--- src/verilog/iepb_pkg.sv ---
package iepb_pkg;

  localparam int          DATA_W      = 32;
  localparam int          ADDR_W      = 8;
  localparam int          WORD_W      = 16;
  localparam int          PRIO_W      = 3;
  localparam int          N_EN_SRC    = 17;
  localparam int          N_PRIO_SRC  = 11;
  localparam int          N_EVT       = N_EN_SRC + N_PRIO_SRC;
  localparam int          N_PWORD     = 3;

  // Byte addresses of the register map
  localparam logic [7:0]  OFF_ENA4    = 8'h00;
  localparam logic [7:0]  OFF_ENA5    = 8'h04;
  localparam logic [7:0]  OFF_PRI0    = 8'h08;
  localparam logic [7:0]  OFF_PRI1    = 8'h0c;
  localparam logic [7:0]  OFF_PRI2    = 8'h10;
  localparam logic [7:0]  OFF_STAT    = 8'h14;
  localparam logic [7:0]  OFF_MASK    = 8'h18;
  localparam logic [7:0]  OFF_REQ     = 8'h1c;

  // Implemented bits of each 16-bit word
  localparam logic [15:0] ENA4_IMPL   = 16'h210e;
  localparam logic [15:0] ENA5_IMPL   = 16'h3fbe;
  localparam logic [15:0] PRI0_IMPL   = 16'h7777;
  localparam logic [15:0] PRI1_IMPL   = 16'h7770;
  localparam logic [15:0] PRI2_IMPL   = 16'h7777;

  localparam logic [15:0] ENA_RST     = 16'h0000;
  localparam logic [15:0] PRI_RST     = 16'h4444;
  localparam logic [2:0]  PRIO_OFF    = 3'h0;
  localparam logic [2:0]  PRIO_LVL4   = 3'h4;

  // Enable sources 0..4 sit in word four, 5..16 in word five
  localparam int          N_EN4       = 5;
  localparam int          EN_BIT [N_EN_SRC] = '{1, 2, 3, 8, 13,
                                                 1, 2, 3, 4, 5, 7, 8, 9, 10, 11, 12, 13};

  // Priority sources: word index and field low bit
  localparam int          PR_WORD [N_PRIO_SRC] = '{0, 0, 0, 0, 1, 1, 1, 2, 2, 2, 2};
  localparam int          PR_LSB  [N_PRIO_SRC] = '{0, 4, 8, 12, 4, 8, 12, 0, 4, 8, 12};

  localparam logic [1:0]  RESP_OKAY   = 2'h0;
  localparam logic [1:0]  RESP_SLVERR = 2'h2;

  typedef enum logic [1:0] {
    IEPB_W_IDLE = 2'b00,
    IEPB_W_HALF = 2'b01,
    IEPB_W_RESP = 2'b11
  } iepb_wstate_t;

endpackage

--- src/verilog/iepb_axil_slave.sv ---
`timescale 1ns/100ps
module iepb_axil_slave
  import iepb_pkg::*;
(
  input  wire logic              clk_i,
  input  wire logic              rst_i,
  input  wire logic              awvalid_i,
  output logic                   awready_o,
  input  wire logic [ADDR_W-1:0] awaddr_i,
  input  wire logic              wvalid_i,
  output logic                   wready_o,
  input  wire logic [DATA_W-1:0] wdata_i,
  input  wire logic [3:0]        wstrb_i,
  output logic                   bvalid_o,
  input  wire logic              bready_i,
  output logic [1:0]             bresp_o,
  input  wire logic              arvalid_i,
  output logic                   arready_o,
  input  wire logic [ADDR_W-1:0] araddr_i,
  output logic                   rvalid_o,
  input  wire logic              rready_i,
  output logic [DATA_W-1:0]      rdata_o,
  output logic [1:0]             rresp_o,
  output logic                   wr_o,
  output logic [ADDR_W-1:0]      wr_addr_o,
  output logic [DATA_W-1:0]      wr_data_o,
  output logic [3:0]             wr_strb_o,
  input  wire logic              wr_err_i,
  output logic                   rd_o,
  output logic [ADDR_W-1:0]      rd_addr_o,
  input  wire logic [DATA_W-1:0] rd_data_i,
  input  wire logic              rd_err_i
);

  logic aw_full_r;
  logic w_full_r;

  // No new address or data while a response waits
  assign awready_o = !aw_full_r && !bvalid_o;
  assign wready_o  = !w_full_r && !bvalid_o;
  assign wr_o      = aw_full_r && w_full_r;
  assign arready_o = !rvalid_o;
  assign rd_o      = arvalid_i && arready_o;
  assign rd_addr_o = araddr_i;

  always_ff @(posedge clk_i) begin
    if (rst_i) begin
      aw_full_r <= 1'b0;
      wr_addr_o <= '0;
    end else if (awvalid_i && awready_o) begin
      aw_full_r <= 1'b1;
      wr_addr_o <= awaddr_i;
    end else if (wr_o) begin
      aw_full_r <= 1'b0;
    end
  end

  always_ff @(posedge clk_i) begin
    if (rst_i) begin
      w_full_r  <= 1'b0;
      wr_data_o <= '0;
      wr_strb_o <= '0;
    end else if (wvalid_i && wready_o) begin
      w_full_r  <= 1'b1;
      wr_data_o <= wdata_i;
      wr_strb_o <= wstrb_i;
    end else if (wr_o) begin
      w_full_r <= 1'b0;
    end
  end

  always_ff @(posedge clk_i) begin
    if (rst_i) begin
      bvalid_o <= 1'b0;
      bresp_o  <= RESP_OKAY;
    end else if (wr_o) begin
      bvalid_o <= 1'b1;
      bresp_o  <= wr_err_i ? RESP_SLVERR : RESP_OKAY;
    end else if (bready_i) begin
      bvalid_o <= 1'b0;
    end
  end

  always_ff @(posedge clk_i) begin
    if (rst_i) begin
      rvalid_o <= 1'b0;
      rdata_o  <= '0;
      rresp_o  <= RESP_OKAY;
    end else if (rd_o) begin
      rvalid_o <= 1'b1;
      rdata_o  <= rd_data_i;
      rresp_o  <= rd_err_i ? RESP_SLVERR : RESP_OKAY;
    end else if (rready_i) begin
      rvalid_o <= 1'b0;
    end
  end

endmodule

--- src/verilog/iepb_top.sv ---
// Contract
// - Enable one passes request, zero blocks
// - Unimplemented bits read zero, ignore writes
// - Priority code 111 is level seven
// - Code 001 is level one, binary order
// - Priority zero disables source regardless of enable
// - Priority fields reset to 100
// - Enable bits reset to zero
// - Word four: charge-time bit 13, low-voltage bit 8
// - Word four: CRC 3, serial2 error 2, serial1 error 1
// - Word five bits 13..8 capture9 to serial4 receive
// - Word five bits 7,5,4,3,2,1 as listed
// - Priority word zero field placement
// - Priority word one placement, bits 3-0 unused
// - Priority word two field placement
//
// Local design decisions: the AXI4-Lite slave port and the register addresses.
`timescale 1ns/100ps
module iepb_top
  import iepb_pkg::*;
(
  input  wire logic                   SYS_CLK_I,
  input  wire logic                   SRST_I,
  input  wire logic                   S_AXI_AWVALID_I,
  output logic                        S_AXI_AWREADY_O,
  input  wire logic [ADDR_W-1:0]      S_AXI_AWADDR_I,
  input  wire logic [2:0]             S_AXI_AWPROT_I,
  input  wire logic                   S_AXI_WVALID_I,
  output logic                        S_AXI_WREADY_O,
  input  wire logic [DATA_W-1:0]      S_AXI_WDATA_I,
  input  wire logic [3:0]             S_AXI_WSTRB_I,
  output logic                        S_AXI_BVALID_O,
  input  wire logic                   S_AXI_BREADY_I,
  output logic [1:0]                  S_AXI_BRESP_O,
  input  wire logic                   S_AXI_ARVALID_I,
  output logic                        S_AXI_ARREADY_O,
  input  wire logic [ADDR_W-1:0]      S_AXI_ARADDR_I,
  input  wire logic [2:0]             S_AXI_ARPROT_I,
  output logic                        S_AXI_RVALID_O,
  input  wire logic                   S_AXI_RREADY_I,
  output logic [DATA_W-1:0]           S_AXI_RDATA_O,
  output logic [1:0]                  S_AXI_RRESP_O,
  input  wire logic [N_EN_SRC-1:0]    EN_SRC_FLAG_I,
  input  wire logic [N_EN_SRC-1:0]    EN_SRC_PRIO_OK_I,
  input  wire logic [N_PRIO_SRC-1:0]  PRIO_SRC_FLAG_I,
  input  wire logic [N_PRIO_SRC-1:0]  PRIO_SRC_ENABLE_I,
  output logic [N_EN_SRC-1:0]         EN_SRC_REQ_O,
  output logic [N_PRIO_SRC-1:0]       PRIO_SRC_REQ_O,
  output logic [N_PRIO_SRC*PRIO_W-1:0] PRIO_SRC_LEVEL_O,
  output logic                        CHARGE_TIME_UNIT_IRQ_ENABLE_O,
  output logic                        LOW_VOLTAGE_DETECT_IRQ_ENABLE_O,
  output logic                        CRC_GENERATOR_IRQ_ENABLE_O,
  output logic                        SERIAL2_ERROR_IRQ_ENABLE_O,
  output logic                        SERIAL1_ERROR_IRQ_ENABLE_O,
  output logic                        CAPTURE9_IRQ_ENABLE_O,
  output logic                        COMPARE9_IRQ_ENABLE_O,
  output logic                        SPI_PORT3_EVENT_IRQ_ENABLE_O,
  output logic                        SPI_PORT3_FAULT_IRQ_ENABLE_O,
  output logic                        SERIAL4_TRANSMIT_IRQ_ENABLE_O,
  output logic                        SERIAL4_RECEIVE_IRQ_ENABLE_O,
  output logic                        SERIAL4_ERROR_IRQ_ENABLE_O,
  output logic                        I2C_PORT3_MASTER_IRQ_ENABLE_O,
  output logic                        I2C_PORT3_SLAVE_IRQ_ENABLE_O,
  output logic                        SERIAL3_TRANSMIT_IRQ_ENABLE_O,
  output logic                        SERIAL3_RECEIVE_IRQ_ENABLE_O,
  output logic                        SERIAL3_ERROR_IRQ_ENABLE_O,
  output logic [PRIO_W-1:0]           TIMER1_PRIORITY_O,
  output logic [PRIO_W-1:0]           COMPARE1_PRIORITY_O,
  output logic [PRIO_W-1:0]           CAPTURE1_PRIORITY_O,
  output logic [PRIO_W-1:0]           EXTERNAL_IRQ0_PRIORITY_O,
  output logic [PRIO_W-1:0]           TIMER2_PRIORITY_O,
  output logic [PRIO_W-1:0]           COMPARE2_PRIORITY_O,
  output logic [PRIO_W-1:0]           CAPTURE2_PRIORITY_O,
  output logic [PRIO_W-1:0]           SERIAL1_RECEIVE_PRIORITY_O,
  output logic [PRIO_W-1:0]           SPI_PORT1_EVENT_PRIORITY_O,
  output logic [PRIO_W-1:0]           SPI_PORT1_FAULT_PRIORITY_O,
  output logic [PRIO_W-1:0]           TIMER3_PRIORITY_O,
  output logic                        IRQ_O
);

  // Byte-lane merge restricted to the implemented bits of a word
  function automatic logic [WORD_W-1:0] merge_word(input logic [WORD_W-1:0] old_val,
                                                   input logic [DATA_W-1:0] data,
                                                   input logic [3:0]        strb,
                                                   input logic [WORD_W-1:0] impl);
    logic [WORD_W-1:0] lanes;
    lanes = {{8{strb[1]}}, {8{strb[0]}}};
    merge_word = ((old_val & ~lanes) | (data[WORD_W-1:0] & lanes)) & impl;
  endfunction

  function automatic logic is_mapped(input logic [ADDR_W-1:0] addr);
    case (addr)
      OFF_ENA4, OFF_ENA5, OFF_PRI0, OFF_PRI1, OFF_PRI2,
      OFF_STAT, OFF_MASK, OFF_REQ: is_mapped = 1'b1;
      default:                     is_mapped = 1'b0;
    endcase
  endfunction

  logic                  wr;
  logic [ADDR_W-1:0]     wr_addr;
  logic [DATA_W-1:0]     wr_data;
  logic [3:0]            wr_strb;
  logic                  rd;
  logic [ADDR_W-1:0]     rd_addr;
  logic [DATA_W-1:0]     rd_data;
  logic [WORD_W-1:0]     ena4_r;
  logic [WORD_W-1:0]     ena5_r;
  logic [WORD_W-1:0]     pri_r [N_PWORD];
  logic [WORD_W-1:0]     pri_impl [N_PWORD];
  logic [N_EN_SRC-1:0]   en_bits;
  logic [PRIO_W-1:0]     level [N_PRIO_SRC];
  logic [N_EN_SRC-1:0]   en_req_nxt;
  logic [N_PRIO_SRC-1:0] pr_req_nxt;
  logic [N_EN_SRC-1:0]   en_req_r;
  logic [N_PRIO_SRC-1:0] pr_req_r;
  logic [N_EVT-1:0]      req_all;
  logic [N_EVT-1:0]      req_all_nxt;
  logic [N_EVT-1:0]      stat_r;
  logic [N_EVT-1:0]      stat_nxt;
  logic [N_EVT-1:0]      mask_r;
  logic [N_EVT-1:0]      evt;
  logic [N_EVT-1:0]      clr;

  // Protection type has no effect on this map
  iepb_axil_slave u_slave (
    .clk_i     (SYS_CLK_I),
    .rst_i     (SRST_I),
    .awvalid_i (S_AXI_AWVALID_I),
    .awready_o (S_AXI_AWREADY_O),
    .awaddr_i  (S_AXI_AWADDR_I),
    .wvalid_i  (S_AXI_WVALID_I),
    .wready_o  (S_AXI_WREADY_O),
    .wdata_i   (S_AXI_WDATA_I),
    .wstrb_i   (S_AXI_WSTRB_I),
    .bvalid_o  (S_AXI_BVALID_O),
    .bready_i  (S_AXI_BREADY_I),
    .bresp_o   (S_AXI_BRESP_O),
    .arvalid_i (S_AXI_ARVALID_I),
    .arready_o (S_AXI_ARREADY_O),
    .araddr_i  (S_AXI_ARADDR_I),
    .rvalid_o  (S_AXI_RVALID_O),
    .rready_i  (S_AXI_RREADY_I),
    .rdata_o   (S_AXI_RDATA_O),
    .rresp_o   (S_AXI_RRESP_O),
    .wr_o      (wr),
    .wr_addr_o (wr_addr),
    .wr_data_o (wr_data),
    .wr_strb_o (wr_strb),
    .wr_err_i  (!is_mapped(wr_addr)),
    .rd_o      (rd),
    .rd_addr_o (rd_addr),
    .rd_data_i (rd_data),
    .rd_err_i  (!is_mapped(rd_addr))
  );

  assign pri_impl[0] = PRI0_IMPL;
  assign pri_impl[1] = PRI1_IMPL;
  assign pri_impl[2] = PRI2_IMPL;

  // writes only land on implemented bits
  always_ff @(posedge SYS_CLK_I) begin
    if (SRST_I) begin
      ena4_r <= ENA_RST;
    end else if (wr && wr_addr == OFF_ENA4) begin
      ena4_r <= merge_word(ena4_r, wr_data, wr_strb, ENA4_IMPL);
    end
  end

  always_ff @(posedge SYS_CLK_I) begin
    if (SRST_I) begin
      ena5_r <= ENA_RST;
    end else if (wr && wr_addr == OFF_ENA5) begin
      ena5_r <= merge_word(ena5_r, wr_data, wr_strb, ENA5_IMPL);
    end
  end

  genvar g;
  generate
    for (g = 0; g < N_PWORD; g = g + 1) begin : g_pword
      localparam logic [ADDR_W-1:0] OFF = OFF_PRI0 + ADDR_W'(4 * g);
      // every field resets to level four
      always_ff @(posedge SYS_CLK_I) begin
        if (SRST_I) begin
          pri_r[g] <= PRI_RST & pri_impl[g];
        end else if (wr && wr_addr == OFF) begin
          pri_r[g] <= merge_word(pri_r[g], wr_data, wr_strb, pri_impl[g]);
        end
      end
    end

    // word four bits 13 and 8
    // word four bits 3, 2, 1
    // word five bits 13 down to 8
    // word five bits 7 and 5..1
    for (g = 0; g < N_EN_SRC; g = g + 1) begin : g_en
      if (g < N_EN4) begin : g_w4
        assign en_bits[g] = ena4_r[EN_BIT[g]];
      end else begin : g_w5
        assign en_bits[g] = ena5_r[EN_BIT[g]];
      end
      assign en_req_nxt[g] = EN_SRC_FLAG_I[g] && en_bits[g] && EN_SRC_PRIO_OK_I[g];
    end

    for (g = 0; g < N_PRIO_SRC; g = g + 1) begin : g_pr
      assign level[g] = pri_r[PR_WORD[g]][PR_LSB[g] +: PRIO_W];
      // code passed through, 111 is level seven
      // binary code is the level itself
      assign PRIO_SRC_LEVEL_O[g*PRIO_W +: PRIO_W] = level[g];
      assign pr_req_nxt[g] = PRIO_SRC_FLAG_I[g] && PRIO_SRC_ENABLE_I[g]
                             && (level[g] != PRIO_OFF);
    end
  endgenerate

  // Requests are registered so the arbiter sees clean levels
  always_ff @(posedge SYS_CLK_I) begin
    if (SRST_I) begin
      en_req_r <= '0;
      pr_req_r <= '0;
    end else begin
      en_req_r <= en_req_nxt;
      pr_req_r <= pr_req_nxt;
    end
  end

  assign EN_SRC_REQ_O   = en_req_r;
  assign PRIO_SRC_REQ_O = pr_req_r;

  // Newly presented request is the event
  assign req_all     = {pr_req_r, en_req_r};
  assign req_all_nxt = {pr_req_nxt, en_req_nxt};
  assign evt         = req_all_nxt & ~req_all;
  assign clr         = (wr && wr_addr == OFF_STAT) ? wr_data[N_EVT-1:0] : '0;
  // Set wins over a simultaneous write-one clear
  assign stat_nxt    = (stat_r & ~clr) | evt;

  always_ff @(posedge SYS_CLK_I) begin
    if (SRST_I) begin
      stat_r <= '0;
    end else begin
      stat_r <= stat_nxt;
    end
  end

  always_ff @(posedge SYS_CLK_I) begin
    if (SRST_I) begin
      mask_r <= '0;
    end else if (wr && wr_addr == OFF_MASK) begin
      mask_r <= wr_data[N_EVT-1:0];
    end
  end

  always_ff @(posedge SYS_CLK_I) begin
    if (SRST_I) begin
      IRQ_O <= 1'b0;
    end else begin
      IRQ_O <= |(stat_nxt & mask_r);
    end
  end

  // unmapped and unimplemented bits read zero
  always_comb begin
    rd_data = '0;
    case (rd_addr)
      OFF_ENA4: rd_data[WORD_W-1:0] = ena4_r;
      OFF_ENA5: rd_data[WORD_W-1:0] = ena5_r;
      OFF_PRI0: rd_data[WORD_W-1:0] = pri_r[0];
      OFF_PRI1: rd_data[WORD_W-1:0] = pri_r[1];
      OFF_PRI2: rd_data[WORD_W-1:0] = pri_r[2];
      OFF_STAT: rd_data[N_EVT-1:0]  = stat_r;
      OFF_MASK: rd_data[N_EVT-1:0]  = mask_r;
      OFF_REQ:  rd_data[N_EVT-1:0]  = req_all;
      default:  rd_data = '0;
    endcase
  end

  assign SERIAL1_ERROR_IRQ_ENABLE_O      = en_bits[0];
  assign SERIAL2_ERROR_IRQ_ENABLE_O      = en_bits[1];
  assign CRC_GENERATOR_IRQ_ENABLE_O      = en_bits[2];
  assign LOW_VOLTAGE_DETECT_IRQ_ENABLE_O = en_bits[3];
  assign CHARGE_TIME_UNIT_IRQ_ENABLE_O   = en_bits[4];
  assign SERIAL3_ERROR_IRQ_ENABLE_O      = en_bits[5];
  assign SERIAL3_RECEIVE_IRQ_ENABLE_O    = en_bits[6];
  assign SERIAL3_TRANSMIT_IRQ_ENABLE_O   = en_bits[7];
  assign I2C_PORT3_SLAVE_IRQ_ENABLE_O    = en_bits[8];
  assign I2C_PORT3_MASTER_IRQ_ENABLE_O   = en_bits[9];
  assign SERIAL4_ERROR_IRQ_ENABLE_O      = en_bits[10];
  assign SERIAL4_RECEIVE_IRQ_ENABLE_O    = en_bits[11];
  assign SERIAL4_TRANSMIT_IRQ_ENABLE_O   = en_bits[12];
  assign SPI_PORT3_FAULT_IRQ_ENABLE_O    = en_bits[13];
  assign SPI_PORT3_EVENT_IRQ_ENABLE_O    = en_bits[14];
  assign COMPARE9_IRQ_ENABLE_O           = en_bits[15];
  assign CAPTURE9_IRQ_ENABLE_O           = en_bits[16];

  assign EXTERNAL_IRQ0_PRIORITY_O    = level[0];
  assign CAPTURE1_PRIORITY_O         = level[1];
  assign COMPARE1_PRIORITY_O         = level[2];
  assign TIMER1_PRIORITY_O           = level[3];
  assign CAPTURE2_PRIORITY_O         = level[4];
  assign COMPARE2_PRIORITY_O         = level[5];
  assign TIMER2_PRIORITY_O           = level[6];
  assign TIMER3_PRIORITY_O           = level[7];
  assign SPI_PORT1_FAULT_PRIORITY_O  = level[8];
  assign SPI_PORT1_EVENT_PRIORITY_O  = level[9];
  assign SERIAL1_RECEIVE_PRIORITY_O  = level[10];

endmodule
--- config.mk ---
export PLATFORM = sky130hd
export DESIGN_NAME = iepb_top
export DESIGN_NICKNAME = d
export VERILOG_FILES = /design/src/verilog/iepb_pkg.sv /design/src/verilog/iepb_axil_slave.sv /design/src/verilog/iepb_top.sv
export SDC_FILE = /design/constraint.sdc
export NUM_CORES = 1
export LEC_CHECK = 0
export ABC_AREA = 1
export BUFFER_PORTS_ARGS = -buffer_cell sky130_fd_sc_hd__buf_2
export CORE_MARGIN = 10
export CORE_UTILIZATION = 36
export CTS_BUF_LIST = sky130_fd_sc_hd__clkbuf_8
export DETAILED_ROUTE_END_ITERATION = 10
export GPL_ROUTABILITY_DRIVEN = 0
export PLACE_DENSITY_LB_ADDON = 0.2
export SLEW_MARGIN = 20
export SYNTH_ARGS = -nofsm -noshare
export SYNTH_HDL_FRONTEND = slang
export SYNTH_HIERARCHICAL = 1
export SYNTH_SLANG_ARGS = --single-unit
export TNS_END_PERCENT = 30
--- constraint.sdc ---
create_clock -name SYS_CLK_I -period 1.6 [get_ports SYS_CLK_I]
set_input_delay 0.32 -clock SYS_CLK_I [delete_from_list [all_inputs] [get_ports SYS_CLK_I]]
set_output_delay 0.32 -clock SYS_CLK_I [all_outputs]
set_load 0.03 [all_outputs]
## After elaboration in Yosys (flattened, before gate mapping)

Memories as Yosys holds them, arrays and structs flattened. A register that Yosys moved wholly into a read port is not among the register bits.
Cells that the tools add are included.
W data, S select, Z words.

| cells by class | value |
|---|---|
| reduce and logical (&&, ||, !) cells | 93 |
| bitwise gates (word level) | 21 |
| multiplexer cells | 30 |
| equality and inequality tests | 13 |

Operator list:

| kind | number |
|---|---|
| $pmux W16 S8 | 1 |
| $and A28 B28 Y28 | 3 |
| $logic_and A1 B1 Y1 | 69 |
| $and A15 B15 Y15 | 4 |
| $eq A8 B5 Y1 const B | 7 |
| $not A28 Y28 | 2 |
| $or A15 B15 Y15 | 3 |
| $mux W12 | 3 |
| $pmux W12 S3 | 1 |
| $reduce_bool A3 Y1 | 11 |
| $eq A8 B4 Y1 const B | 4 |
| $and A14 B14 Y14 | 2 |
| $mux W28 | 1 |
| $or A14 B14 Y14 | 2 |
| $or A28 B28 Y28 | 1 |
| $reduce_or A28 Y1 | 1 |
| $mux W1 | 20 |
| $eq A8 B3 Y1 const B | 2 |
| $logic_not A8 Y1 | 2 |
| $not A15 Y15 | 1 |
| $mux W5 | 2 |
| $reduce_bool A2 Y1 | 4 |
| $logic_not A3 Y1 | 2 |
| $logic_not A1 Y1 | 4 |
| 2 further kinds | 5 |

| storage, ports and cells | value |
|---|---|
| bits in registers | 176 |
| output and inout port bits | 153 |
| logic and storage cells | 177 |
| bits of input ports | 121 |
| bits in writable memories | 36 |
| memories kept | 3 |
| memory bits (read-only) | 64 |

Memories:

| memory | words | width | read ports | clocked after Yosys merged registers in | write ports | RTL line | source |
|---|---|---|---|---|---|---|---|
| pri_r | 3 | 12 | 3 | 0 | 3 | iepb_top.sv:108 | `logic [WORD_W-1:0] pri_r [N_PWORD];` |
| (no name shown) | 32 | 1 | 1 | 0 | 0 | iepb_top.sv:92 | `case (addr)` |
| (no name shown) | 32 | 1 | 1 | 1 | 0 | iepb_top.sv:92 |  |

## Longest topological paths before layout

| depth | value |
|---|---|
| word-level depth | 8 |
| mapped depth | 14 |

## Modules after synthesis

Netlist, hierarchy kept.

By module, submodules not included:

| module | times used | sequential area each (um^2) | area each (um^2) | cells each |
|---|---|---|---|---|
| iepb_top | 1 | 3032.9 | 6697.7 | 920 |
| iepb_axil_slave | 1 | 1641.6 | 3344.5 | 470 |

## Worst setup path before layout

OpenSTA, ideal clock, no wires.

| path | value |
|---|---|
| path type | input port to flip-flop |
| start point | input port S_AXI_ARADDR_I[5] |
| end point | register u_slave.rdata_o[3] |
| data required time | 1484 ps |
| stages on the path | 11 |
| data arrival time | 1593 ps |
| buffers on the path | 2 |
| path slack | -108 ps |
| path through | buf_4 -> nor3_1 -> nand2_1 -> clkinv_1 -> nand2_1 -> buf_2 -> nor2_1 -> a221oi_1 -> o221ai_1 -> o21ai_0 -> nor2_1 |

| on the way | value |
|---|---|
| longest elaborated chain between the ends | 2 |
| elaborated cells between the ends (all ways) | 9 |
| classes of those cells | eq/ne: 7; mux: 1; reduce/logical: 1 |

RTL lines:

| what | RTL line | source |
|---|---|---|
| from (decl) | iepb_top.sv:37 | `input wire logic [ADDR_W-1:0] S_AXI_ARADDR_I,` |
| $eq A8 B5 Y1 (tied with other cells) | iepb_top.sv:263 | `case (rd_addr)` |
| $pmux W16 S8 (*) | iepb_top.sv:263 |  |
| net rd_data[3] | iepb_top.sv:105 | `logic [DATA_W-1:0] rd_data;` |
| to (signal assigned) | iepb_axil_slave.sv:91 | `rdata_o <= rd_data_i;` |
| to (decl) | iepb_axil_slave.sv:22 | `output logic [DATA_W-1:0] rdata_o,` |

Mark *: on every way through the listed nets, which the timed path passes. The rest lies on a longest branch.
A chain may end at the register's enable or synchronous reset.

## Worst setup path in the final report

| path | value |
|---|---|
| start point | register u_slave.wr_addr_o[4] |
| end point | register IRQ_O |

| on the way | value |
|---|---|
| longest elaborated chain between the ends | 8 |

RTL lines:

| what | RTL line | source |
|---|---|---|
| from (decl) | iepb_axil_slave.sv:25 | `output logic [ADDR_W-1:0] wr_addr_o,` |
| from (signal assigned) | iepb_axil_slave.sv:52 | `wr_addr_o <= awaddr_i;` |
| $eq A8 B5 Y1 | iepb_top.sv:232 | `assign clr = (wr && wr_addr == OFF_STAT) ? wr_data[N_EVT-1:0] : '0;` |
| $logic_and A1 B1 Y1 | iepb_top.sv:232 |  |
| $mux W28 | iepb_top.sv:232 |  |
| $not A28 Y28 | iepb_top.sv:234 | `assign stat_nxt = (stat_r & ~clr) \| evt;` |
| $and A28 B28 Y28 | iepb_top.sv:234 |  |
| $or A28 B28 Y28 | iepb_top.sv:234 |  |
| $and A28 B28 Y28 | iepb_top.sv:256 | `IRQ_O <= \|(stat_nxt & mask_r);` |
| $reduce_or A28 Y1 | iepb_top.sv:256 |  |
| to (signal assigned) | iepb_top.sv:256 |  |
| to (decl) | iepb_top.sv:78 | `output logic IRQ_O` |

No other way between the ends.

==> out/qor.json <==
{
  "critical_path.most_common_cell": {"value": "sky130_fd_sc_hd__nand2_1"},
  "grt_pass1_vias": {"value": 9997},
  "floorplan.die.width": {"value": 185, "unit": "microns"},
  "cp_cell_sequence": {"value": "inv_1, nor2_4, nand3_4, nor2_8, buf_12, buf_4, nand2_1, nand2_1, nand2_1, nand2_1, nand2_1, nor2_2, nand2_2, nor2_4, a21oi_1"},
  "power_density_over_cell_area": {"value": 948, "unit": "nW/um^2"},
  "crit-reg2reg-capture": {"value": "IRQ_O"},
  "syn_area_per_cell": {"value": 7.23, "unit": "sq um"},
  "antenna_found_initial": {"value": 2},
  "violations": {"value": "setup timing"},
  "final_design_area_no_fill": {"value": 13800, "unit": "sq um"},
  "hold_path_startpoint": {"value": "EN_SRC_PRIO_OK_I[2]"},
  "floorplan.rows": {"value": 60},
  "endpoints_failing_setup": {"value": 71},
  "root_buffer": {"value": "sky130_fd_sc_hd__clkbuf_8"},
  "min_period_over_period": {"value": 117, "unit": "%"},
  "cp_slowest_cell": {"value": "sky130_fd_sc_hd__dfxtp_1"},
  "grt_setup_unrepaired": {"value": "yes"},
  "clock_tree_from_tritoncts": {"value": "yes"},
  "detailedPlacementHpwl": {"value": 29400, "unit": "microns"},
  "finalWorstPathRequiredPeriod": {"value": 1.87, "unit": "ns"},
  "p_sw": {"value": 3.58, "unit": "mW"},
  "num_vias": {"value": 10400},
  "vdd.ir_drop.worst": {"value": 0.000494, "unit": "V"},
  "routed_wirelength": {"value": 38900, "unit": "microns"},
  "area.growth.synth_to_final": {"value": 40.7, "unit": "%"},
  "nets": {"value": 1851},
  "worstPathMaxFanout": {"value": 18},
  "finalHoldViolations": {"value": 0},
  "r2r_setup_slack": {"value": -0.27, "unit": "ns"},
  "internal_power": {"value": 9.48, "unit": "mW"},
  "routed_via_density": {"value": 4.97},
  "die_area": {"value": 34200, "unit": "sq um"},
  "worst_hold_path.num_cells": {"value": 3},
  "maxCapViolCount": {"value": 0},
  "seq_power_share": {"value": 44.1, "unit": "%"},
  "holdPathEnd": {"value": "EN_SRC_REQ_O[2]"},
  "max_freq": {"value": 536, "unit": "MHz"},
  "worst_reg2reg_path_startpoint": {"value": "u_slave/wr_addr_o[4]"},
  "post_place_instance_area": {"value": 12400, "unit": "sq um"},
  "tritoncts_num_sinks": {"value": 211},
  "grt_remaining_overflow": {"value": 0},
  "final_layout_size_suffix_gt1_share": {"value": 32.8, "unit": "%"},
  "status": {"value": "finished, violations left"},
  "cts_made_buffers": {"value": 38},
  "design.portCount": {"value": 274},
  "critical_path.endpoint_type": {"value": "flop"},
  "yosysWarningCount": {"value": 6},
  "gr-usage-all-layers": {"value": 21.8, "unit": "%"},
  "worst_hold_check_path_type": {"value": "in -> reg"},
  "worstPathRequired": {"value": 2.00, "unit": "ns"},
  "netlist_area_pre_place": {"value": 9790, "unit": "sq um"},
  "chipHeight": {"value": 185, "unit": "microns"},
  "criticalPathCategory": {"value": "reg -> reg"},
  "total_power": {"value": 13.1, "unit": "mW"},
  "clock-skew-final": {"value": 0.0187, "unit": "ns"},
  "ant_nets": {"value": 0},
  "detail_route.iter0.violations": {"value": 855},
  "postLayoutSetupSlackWorst": {"value": -0.266, "unit": "ns"},
  "worst_setup_path_start_kind": {"value": "flop"},
  "critical_path.max_stage_delay": {"value": 0.32, "unit": "ns"},
  "path_clk_slew": {"value": 0.06, "unit": "ns"},
  "grt_start_max_net_pins": {"value": 64},
  "number_of_iterations_in_the_first_detailed_routing_pass": {"value": 5},
  "finalMaxSlewViolations": {"value": 0},
  "cts.htree.levels": {"value": 2},
  "leakage": {"value": 6.61, "unit": "nW"},
  "core-area": {"value": 26900, "unit": "sq um"},
  "route.detailed.wl_per_inst": {"value": 18.5, "unit": "microns"},
  "cts.path.max_buffers": {"value": 3},
  "drc": {"value": 0},
  "swShare": {"value": 27.4, "unit": "%"},
  "worst-endpoint-arrival": {"value": 2.27, "unit": "ns"},
  "grt_first_pass_wirelength": {"value": 57800, "unit": "microns"},
  "power_share_of_the_clock_group": {"value": 41.6, "unit": "%"},
  "starting_density_of_the_core": {"value": 36.4, "unit": "%"},
  "netlist_instances": {"value": 1354},
  "worstSkewPairLatency": {"value": 0.53, "unit": "ns"},
  "power_frac_comb": {"value": 14.3, "unit": "%"},
  "port_buffers": {"value": 259},
  "r2r_cells": {"value": 15}
}
placed cells by master, fill, tap and decap left out, types with 2 or more instances in the layout:
| cell | count |
|---|---|
| sky130_fd_sc_hd__a211oi_1 | 4 |
| sky130_fd_sc_hd__a21oi_1 | 112 |
| sky130_fd_sc_hd__a221oi_1 | 10 |
| sky130_fd_sc_hd__buf_12 | 19 |
| sky130_fd_sc_hd__buf_2 | 237 |
| sky130_fd_sc_hd__buf_4 | 143 |
| sky130_fd_sc_hd__buf_6 | 36 |
| sky130_fd_sc_hd__bufinv_16 | 2 |
| sky130_fd_sc_hd__clkbuf_8 | 51 |
| sky130_fd_sc_hd__clkinv_2 | 6 |
| sky130_fd_sc_hd__conb_1 | 6 |
| sky130_fd_sc_hd__dfxtp_1 | 174 |
| sky130_fd_sc_hd__dfxtp_2 | 4 |
| sky130_fd_sc_hd__edfxtp_1 | 33 |
| sky130_fd_sc_hd__inv_1 | 142 |
| sky130_fd_sc_hd__inv_2 | 11 |
| sky130_fd_sc_hd__inv_4 | 2 |
| sky130_fd_sc_hd__nand2_1 | 242 |
| sky130_fd_sc_hd__nand2_2 | 8 |
| sky130_fd_sc_hd__nand3_1 | 84 |
| sky130_fd_sc_hd__nand3_2 | 2 |
| sky130_fd_sc_hd__nand3_4 | 5 |
| sky130_fd_sc_hd__nand4_1 | 24 |
| sky130_fd_sc_hd__nor2_1 | 224 |
| sky130_fd_sc_hd__nor2_2 | 25 |
| sky130_fd_sc_hd__nor2_4 | 13 |
| sky130_fd_sc_hd__nor3_1 | 5 |
| sky130_fd_sc_hd__nor3_4 | 2 |
| sky130_fd_sc_hd__o2111ai_1 | 3 |
| sky130_fd_sc_hd__o211ai_1 | 21 |
| sky130_fd_sc_hd__o21ai_0 | 69 |
| sky130_fd_sc_hd__o21ai_1 | 16 |
| sky130_fd_sc_hd__o21ai_2 | 4 |
| sky130_fd_sc_hd__o221ai_1 | 2 |
| sky130_fd_sc_hd__o22ai_1 | 9 |
what timing repair did:
item,CTS,global route
gates cloned,0,2
endpoints found under the setup margin,109,171
buffers inserted,5,5
resized for setup,75,83
pin swaps,6,3
hold buffers,0,0
sequential cells by signal (all words and copies together) (netlist names), 8 cells and up, named ones only:
| register | count |
|---|---|
| EN_SRC_REQ_O | 17 |
| PRIO_SRC_REQ_O | 11 |
| mask_r | 28 |
| pri_r | 33 |
| stat_r | 28 |
| u_slave/rdata_o | 32 |
| u_slave/wr_addr_o | 8 |
| u_slave/wr_data_o | 28 |
worst max-delay path by stage:
stage	startpoint	end	cells after the start
finish	u_slave/wr_addr_o[4]	IRQ_O	15
global route	u_slave/wr_addr_o[4]	IRQ_O	15
CTS	u_slave/wr_addr_o[4]	IRQ_O	14
detailed placement	u_slave/wr_addr_o[4]	IRQ_O	14
global placement	S_AXI_ARADDR_I[1]	u_slave/rdata_o[20]	10
floorplan	S_AXI_ARADDR_I[5]	u_slave/rdata_o[3]	11
per-stage QoR:
step / utilization (%) / TNS [ns] / setup slack [ns] / cells / hold WS (ns)
5_1_grt: 51.3 / -16.36 / -0.362 / 2100 / 0.0290
3_3_place_gp: 46.3 / -13.79 / -0.326 / 2022 / 0.459
3_5_place_dp: 46.3 / -15.33 / -0.382 / 2022 / 0.466
4_1_cts: 50.3 / -4.18 / -0.241 / 2095 / 0.0211
2_1_floorplan: - / -0.00858 / -0.00467 / 1358 / 0.389
6_report: 51.3 / -7.71 / -0.266 / 2100 / 0.0406
layout make-up:
class | instances | area [sq um]
diodes | 1 | 2.50
fillers | 2711 | 13100
clock inverters | 17 | 123
clock buffers | 51 | 702
repair buffers | 437 | 3090
well taps | 341 | 427
inverters | 147 | 566
flip-flops and latches | 211 | 4560
multi-input cells | 895 | 4320
worst max-delay path: cells and delay by family (launching register included):
kind	cells	cell delay, ns
AND/OR/NAND/NOR	11	0.98
AO/OA/AOI/OAI	1	0.06
flip-flops	1	0.32
buffers and inverters	3	0.38
routing by layer:
metal | part of all wire [%] | global-route usage [%] | vias up
li1 | - | - | 5123
met1 | 44 | 29.7 | 4800
met2 | 43 | 32.0 | 452
met3 | 11 | 6.58 | 59
met4 | 2.7 | 6.86 | 2
met5 | 0.018 | 0 | -
power by group through the flow:
stage,registers [mW],logic (mW),clock network [mW]
after global routing,5.78,2.05,5.76
after detailed placement,5.86,1.75,0
final,5.76,1.87,5.43
after floorplan,6.03,0.780,0
after CTS,5.75,1.83,5.52
after global placement,5.85,1.73,0
Note: power is estimated with default switching activity, not from simulation.
